## config.mk

```make
export PLATFORM = sky130hd
export DESIGN_NAME = if_speedup_timeout_and_test_mux
export DESIGN_NICKNAME = d
export VERILOG_FILES = /design/src/if_speedup_pkg.sv /design/src/if_speedup_timeout_and_test_mux.sv
export SDC_FILE = /design/constraint.sdc
export NUM_CORES = 1
export LEC_CHECK = 0
export BUFFER_PORTS_ARGS = -buffer_cell sky130_fd_sc_hd__buf_2
export CORE_MARGIN = 5
export CORE_UTILIZATION = 47
export DETAILED_ROUTE_END_ITERATION = 12
export MAX_ROUTING_LAYER = met4
export PLACE_DENSITY_LB_ADDON = 0.12
export SYNTH_ARGS = -nofsm -noshare
export SYNTH_HDL_FRONTEND = slang
export SYNTH_SLANG_ARGS = --single-unit
```

## constraint.sdc

```tcl
create_clock -name sys_clk -period 4 [get_ports sys_clk]
set_clock_uncertainty 0.1 [all_clocks]
set_input_delay 0.8 -clock sys_clk [delete_from_list [all_inputs] [get_ports sys_clk]]
set_output_delay 0.8 -clock sys_clk [all_outputs]
set_load 0.1 [all_outputs]
```

## src/if_speedup_pkg.sv

```systemverilog
/*
   Constants, field layouts and carrier types for the IF speed-up
   timeout and test output selector block.
   Assumes 24-bit programming words whose low three bits name the word.
*/
// Operation
// - Timeout is a 12-bit value, 0 to 4095
// - Timeout sits in word bits 14:3
// - Value 0: speed-up pin high impedance
// - Value 1: pin low, pump high gain
// - Value 2: pin low, gain bit rules
// - Value 3: pin high, gain bit rules
// - Value 4 up: timed automatic speed-up
// - On expiry: pin high impedance, low gain
// - New timeout latched at next PFD event
// - Selector is two bit pairs from words
// - Selector 0..2: high impedance, high, low
// - Selector 3..5: digital lock, open drain
// - Selector 6..8: analog lock, open drain
// - Selector 9..11: analog lock, push-pull
// - Selector 12..15: halved divider outputs
// - Gain bit: low when clear, high set
package if_speedup_pkg;

   // ==========================================================
   // Word layout
   localparam int word_width = 24;
   localparam int addr_lsb = 0;
   localparam int addr_msb = 2;
   localparam logic [2:0] addr_select_low = 3'h0;
   localparam logic [2:0] addr_gain_word = 3'h3;
   localparam logic [2:0] addr_timeout_word = 3'h5;
   localparam int timeout_lsb = 3;
   localparam int timeout_msb = 14;
   localparam int gain_bit = 19;
   localparam int select_lsb = 22;
   localparam int select_msb = 23;

   // ==========================================================
   // Reset values
   localparam logic [11:0] timeout_reset = 12'h000;
   localparam logic [1:0] select_reset = 2'h0;
   localparam logic gain_reset = 1'b0;

   // ==========================================================
   // Timeout codes
   localparam logic [11:0] toc_tristate = 12'h000;
   localparam logic [11:0] toc_manual = 12'h001;
   localparam logic [11:0] toc_gpo_low = 12'h002;
   localparam logic [11:0] toc_gpo_high = 12'h003;

   // ==========================================================
   // Selector codes
   localparam logic [3:0] sel_tristate = 4'h0;
   localparam logic [3:0] sel_high = 4'h1;
   localparam logic [3:0] sel_low = 4'h2;
   localparam logic [3:0] sel_dig_both = 4'h3;
   localparam logic [3:0] sel_dig_rf = 4'h4;
   localparam logic [3:0] sel_dig_if = 4'h5;
   localparam logic [3:0] sel_ana_od_both = 4'h6;
   localparam logic [3:0] sel_ana_od_rf = 4'h7;
   localparam logic [3:0] sel_ana_od_if = 4'h8;
   localparam logic [3:0] sel_ana_pp_both = 4'h9;
   localparam logic [3:0] sel_ana_pp_rf = 4'ha;
   localparam logic [3:0] sel_ana_pp_if = 4'hb;
   localparam logic [3:0] sel_if_ref_half = 4'hc;
   localparam logic [3:0] sel_if_fb_half = 4'hd;
   localparam logic [3:0] sel_rf_ref_half = 4'he;
   localparam logic [3:0] sel_rf_fb_half = 4'hf;

   // ==========================================================
   // Types
   typedef enum logic [2:0]
   {
      mode_tristate,
      mode_manual,
      mode_gpo_low,
      mode_gpo_high,
      mode_auto
   } timeout_mode_type;

   typedef struct packed
   {
      logic rf_digital;
      logic if_digital;
      logic rf_analog;
      logic if_analog;
   } lock_inputs_type;

   // Bit order: if_ref, if_fb, rf_ref, rf_fb from 0 upward
   typedef logic [3:0] divider_pulses_type;

   typedef struct packed
   {
      logic out;
      logic oe;
   } pin_drive_type;

   typedef struct packed
   {
      logic [11:0] pending_timeout;
      logic pending_flag;
      logic [11:0] if_timeout_count;
      logic [11:0] period_count;
      logic if_pump_gain;
      logic [1:0] select_high;
      logic [1:0] select_low;
      logic [3:0] halves;
      pin_drive_type speedup_pin;
      pin_drive_type test_pin;
      logic pump_high;
   } state_type;

endpackage

```

## src/if_speedup_timeout_and_test_mux.sv

```systemverilog
/*
   IF speed-up timeout counter and test/lock output selector.
   Assumes the serial shift logic hands over whole 24-bit words with a
   one-cycle strobe, and that PFD events, lock levels and divider
   pulses arrive synchronous to sys_clk.
*/
`timescale 1ns/100ps
module if_speedup_timeout_and_test_mux
(
   input wire logic sys_clk,
   input wire logic rst,
   input wire logic ce,
   input wire logic word_valid,
   input wire logic [23:0] word_data,
   input wire logic if_pfd_event,
   input wire if_speedup_pkg::lock_inputs_type lock_inputs,
   input wire if_speedup_pkg::divider_pulses_type divider_pulses,
   output logic osc_or_speedup_pin_out,
   output logic osc_or_speedup_pin_oe,
   output logic if_pump_output_high_gain,
   output logic test_lock_pin_out,
   output logic test_lock_pin_oe
);
   import if_speedup_pkg::*;

   // ==========================================================
   // Decoding
   function automatic timeout_mode_type decode_mode
   (
      input logic [11:0] toc
   );
      timeout_mode_type m;
      unique case (toc)
         toc_tristate: m = mode_tristate;
         toc_manual: m = mode_manual;
         toc_gpo_low: m = mode_gpo_low;
         toc_gpo_high: m = mode_gpo_high;
         default: m = mode_auto;
      endcase
      return m;
   endfunction

   // Open drain: released (pulled high) when locked, else pulled low
   function automatic pin_drive_type open_drain
   (
      input logic level
   );
      pin_drive_type p;
      p.out = 1'b0;
      p.oe = ~level;
      return p;
   endfunction

   function automatic pin_drive_type push_pull
   (
      input logic level
   );
      pin_drive_type p;
      p.out = level;
      p.oe = 1'b1;
      return p;
   endfunction

   // ==========================================================
   // State
   state_type st;
   state_type next_st;
   timeout_mode_type next_mode;
   logic auto_running;
   logic [2:0] word_addr;
   logic rf_ana_both;
   logic dig_both;

   assign word_addr = word_data[addr_msb:addr_lsb];

   always_comb
   begin
      next_st = st;
      next_mode = mode_tristate;
      auto_running = 1'b0;
      dig_both = lock_inputs.rf_digital & lock_inputs.if_digital;
      rf_ana_both = lock_inputs.rf_analog & lock_inputs.if_analog;

      // PFD event first, so a write in the same cycle stays pending
      if (if_pfd_event)
      begin
         if (st.pending_flag)
         begin
            next_st.if_timeout_count = st.pending_timeout;
            next_st.period_count = 12'h000;
            next_st.pending_flag = 1'b0;
         end
         else if (st.period_count < st.if_timeout_count)
         begin
            next_st.period_count = 12'(st.period_count + 12'h001);
         end
      end

      // Word intake; upper data bits of the timeout word are ignored
      if (word_valid)
      begin
         unique case (word_addr)
            addr_timeout_word:
            begin
               next_st.pending_timeout =
                  word_data[timeout_msb:timeout_lsb];
               next_st.pending_flag = 1'b1;
            end
            addr_gain_word:
            begin
               next_st.if_pump_gain = word_data[gain_bit];
               next_st.select_high =
                  word_data[select_msb:select_lsb];
            end
            addr_select_low:
            begin
               next_st.select_low =
                  word_data[select_msb:select_lsb];
            end
            default:
            begin
               next_st.select_low = st.select_low;
            end
         endcase
      end

      // Divide-by-two toggles, one per divider output
      for (int i = 0; i < 4; i++)
      begin
         if (divider_pulses[i])
         begin
            next_st.halves[i] = ~st.halves[i];
         end
      end

      // Speed-up pin and pump gain from the latched timeout
      next_mode = decode_mode(next_st.if_timeout_count);
      auto_running = next_st.period_count < next_st.if_timeout_count;
      next_st.pump_high = next_st.if_pump_gain;
      unique case (next_mode)
         mode_tristate:
         begin
            next_st.speedup_pin = '{out: 1'b0, oe: 1'b0};
         end
         mode_manual:
         begin
            next_st.speedup_pin = '{out: 1'b0, oe: 1'b1};
            next_st.pump_high = 1'b1;
         end
         mode_gpo_low:
         begin
            next_st.speedup_pin = '{out: 1'b0, oe: 1'b1};
         end
         mode_gpo_high:
         begin
            next_st.speedup_pin = '{out: 1'b1, oe: 1'b1};
         end
         mode_auto:
         begin
            if (auto_running)
            begin
               next_st.speedup_pin = '{out: 1'b0, oe: 1'b1};
               next_st.pump_high = 1'b1;
            end
            else
            begin
               next_st.speedup_pin = '{out: 1'b0, oe: 1'b0};
               next_st.pump_high = 1'b0;
            end
         end
      endcase

      // Test/lock pin selector
      unique case ({next_st.select_high, next_st.select_low})
         sel_tristate: next_st.test_pin = '{out: 1'b0, oe: 1'b0};
         sel_high: next_st.test_pin = push_pull(1'b1);
         sel_low: next_st.test_pin = push_pull(1'b0);
         sel_dig_both: next_st.test_pin = open_drain(dig_both);
         sel_dig_rf:
            next_st.test_pin = open_drain(lock_inputs.rf_digital);
         sel_dig_if:
            next_st.test_pin = open_drain(lock_inputs.if_digital);
         sel_ana_od_both:
            next_st.test_pin = open_drain(rf_ana_both);
         sel_ana_od_rf:
            next_st.test_pin = open_drain(lock_inputs.rf_analog);
         sel_ana_od_if:
            next_st.test_pin = open_drain(lock_inputs.if_analog);
         sel_ana_pp_both:
            next_st.test_pin = push_pull(rf_ana_both);
         sel_ana_pp_rf:
            next_st.test_pin = push_pull(lock_inputs.rf_analog);
         sel_ana_pp_if:
            next_st.test_pin = push_pull(lock_inputs.if_analog);
         sel_if_ref_half:
            next_st.test_pin = push_pull(next_st.halves[0]);
         sel_if_fb_half:
            next_st.test_pin = push_pull(next_st.halves[1]);
         sel_rf_ref_half:
            next_st.test_pin = push_pull(next_st.halves[2]);
         sel_rf_fb_half:
            next_st.test_pin = push_pull(next_st.halves[3]);
      endcase
   end

   // ==========================================================
   // Registers
   always_ff @(posedge sys_clk or posedge rst)
   begin
      if (rst)
      begin
         st.pending_timeout <= timeout_reset;
         st.pending_flag <= 1'b0;
         st.if_timeout_count <= timeout_reset;
         st.period_count <= timeout_reset;
         st.if_pump_gain <= gain_reset;
         st.select_high <= select_reset;
         st.select_low <= select_reset;
         st.halves <= 4'h0;
         st.speedup_pin <= '{out: 1'b0, oe: 1'b0};
         st.test_pin <= '{out: 1'b0, oe: 1'b0};
         st.pump_high <= gain_reset;
      end
      else if (ce)
      begin
         st <= next_st;
      end
   end

   // ==========================================================
   // Outputs, all straight from flip-flops
   assign osc_or_speedup_pin_out = st.speedup_pin.out;
   assign osc_or_speedup_pin_oe = st.speedup_pin.oe;
   assign if_pump_output_high_gain = st.pump_high;
   assign test_lock_pin_out = st.test_pin.out;
   assign test_lock_pin_oe = st.test_pin.oe;

endmodule

```

==> results.tsv <==
metric	value	unit
status	complete, no violations	
hold_slack	396	ps
synth_seq_cells	51	
avgViaCountPerCell	5.64	
cp-end-kind	register	
cts-htree-levels	2	
max_freq	0.271	GHz
path_clk_slew	90	ps
cts_root_buf	clkbuf_8	
grt_pass1_vias	2568	
tightestPinTransition	1070	ps
num_rows	30	
cp.arrival	3760	ps
worstSkewPairLatency	300	ps
hold_buffers	0	
slew_headroom	0.285	
min_period	3690	ps
synth_cell_types	53	
coreArea	0.00687	mm²
grt_max_degree	52	
grt_pass1_wl	12900	µm
avgSynthCellArea	9.34	µm²
syn_area	0.00335	mm²
drt_first_pass_iters	4	
slew_viol_final	0	
antenna_found_initial	0	
start_util	0.488	
power_density	461	mW/mm²
drive_above_1_share	0.186	
p_leak	1.78	nW
clockBufferDepth	2	
antenna_cells	0	
numCtsBuffers	5	
fin_tns_setup	0	ps
crit_path_max_fanout	7	
cts_resized	0	
drt-initial-drc-count	131	
yosysSeqAreaShare	0.381	
port_buffers	35	
area_delta_synth_final	10.9	%
worst_setup_path_start_kind	register	
drv_cap	0	
hold_violations	0	
synth.top_cell.area_share	0.381	
post_cts_buffers	0	
max-vdd-ir-drop	0.000222	V
ant_nets	0	
die-height	94.5	µm
grtUsageTotal	0.187	
boundaryPins	42	
rsz0062_at_grt	no	
layout.nets	454	
ys_async_sr_fraction	1.00	
drt_drc_violations_left	0	
setup_viol	0	
yosysWarnings	0	
crit_type	register to register	
wirelength	7540	µm
grt_overflow_total	0	
place_congestion	0.869	
wire_per_inst	15.4	µm
finalCritPeriodShare	0.923	
vias	2757	
fp.dieW	94.5	µm
die_area	0.00892	mm²
cts_tree	done	
synth_top_area_cell	dfrtp_1	
dpl.hpwl	5870	µm
synth_nets	419	
netlist_top_cells_count	dfrtp_1 (51), nor2_1 (36), a21oi_1 (27)	
synth_ff_type	dfrtp_1	
synth_edf_count	0	
required	4070	ps
yosysMostFrequentCell	dfrtp_1	
syn-instance-count	359	
synth_area_leaders	dfrtp_1 (38%), ha_1 (8.6%), mux2i_1 (5.7%), mux2_2 (4.4%), a21oi_1 (4.0%)	
worstHoldPathType	register to register	
clock_sink_count	51	
layer usage:
layer | track usage | wire length (µm) | vias up
met5 | - | 0 | -
met4 | 0.0409 | 79 | 0
met3 | 0.0287 | 239 | 9
met2 | 0.271 | 3290 | 43
met1 | 0.277 | 3920 | 1319
li1 | - | - | 1386
cells in the final DEF, fill, tap and decap left out, types with 3 or more instances in the layout:
cell type and instances:
or4_1 4, nor4_1 7, xor2_1 7, mux2i_1 19, and2_1 3, or3_1 5
dfrtp_1 51, inv_1 22, o221ai_1 4, o211ai_1 4, nand3_1 11, a21oi_1 27
o21ai_0 9, xnor2_1 7, a211o_1 4, clkbuf_8 5, buf_4 8, nand4_1 11
nand4b_1 3, mux2_2 13, buf_2 35, and3_1 7, nand2_1 26, ha_1 23
a21o_1 4, nor3_1 4, nor2_1 36
power by group:
group	internal, W	switching [W]
Combinational	0.000282	0.000378
Sequential	0.000639	0.000132
Clock	0.000117	0.000167
registers in the layout (all words and copies together) (netlist names):
signal,count
osc_or_speedup_pin_out,1
st,46
test_lock_pin_oe,1
test_lock_pin_out,1
if_pump_output_high_gain,1
osc_or_speedup_pin_oe,1
logic make-up after synthesis:
| group | count (synthesis) | share of synthesized area |
|---|---|---|
| multiplexers | 33 | 0.105 |
| AND/OR/NAND/NOR | 127 | 0.197 |
| flip-flops | 51 | 0.381 |
| AO/OA/AOI/OAI | 73 | 0.146 |
| buffers and inverters | 38 | 0.0489 |
| XOR/XNOR | 14 | 0.0366 |
| adder cells (fa/ha/maj) | 23 | 0.0859 |
final timing paths:
check	end	start	slack [ps]	cells past startpoint
max reg2reg	if_pump_output_high_gain$_DFFE_PP0P_	st[37]$_DFFE_PP0P_	310	15
min reg2reg	st[8]$_DFFE_PP0P_	st[8]$_DFFE_PP0P_	400	1
min in group asynchronous	st[27]$_DFFE_PP0P_	rst	660	2
max	if_pump_output_high_gain$_DFFE_PP0P_	st[37]$_DFFE_PP0P_	310	15
max in group asynchronous	st[44]$_DFFE_PP0P_	rst	2490	2
min	st[8]$_DFFE_PP0P_	st[8]$_DFFE_PP0P_	400	1
critical path: stages, from the launching register on:
cell,delay (ps)
dfrtp_1,420
inv_1,80
ha_1,280
and4_1,210
a21o_1,170
nor2_2,230
buf_4,210
nand4_1,160
xor2_1,240
nor2_1,80
ha_1,300
and3_1,200
nand4_1,110
or3_1,350
o31ai_2,300
nand3_1,120
metrics by stage:
| step | util | setup WS [ps] | instances | total power (W) | area, µm² |
|---|---|---|---|---|---|
| after detailed placement | 0.528 | 231 | 483 | 0.00144 | 3630 |
| after global routing | 0.541 | 4.56 | 489 | 0.00185 | 3720 |
| after global placement | 0.528 | 218 | 483 | 0.00142 | 3630 |
| after CTS | 0.540 | 213 | 489 | 0.00172 | 3710 |
| after floorplan | - | 720 | 359 | 0.00126 | 3350 |
| final | 0.541 | 309 | 489 | 0.00171 | 3720 |
layout make-up:
class / count / area (µm²)
Fill cell: 652 / 3150
Multi-Input combinational cell: 270 / 1920
Sequential cell: 51 / 1280
Timing Repair Buffer: 43 / 235
Tap cell: 96 / 120
Inverter: 23 / 86.3
Clock buffer: 5 / 68.8
Clock inverter: 1 / 7.51
Note: power is estimated with default switching activity, not from simulation.
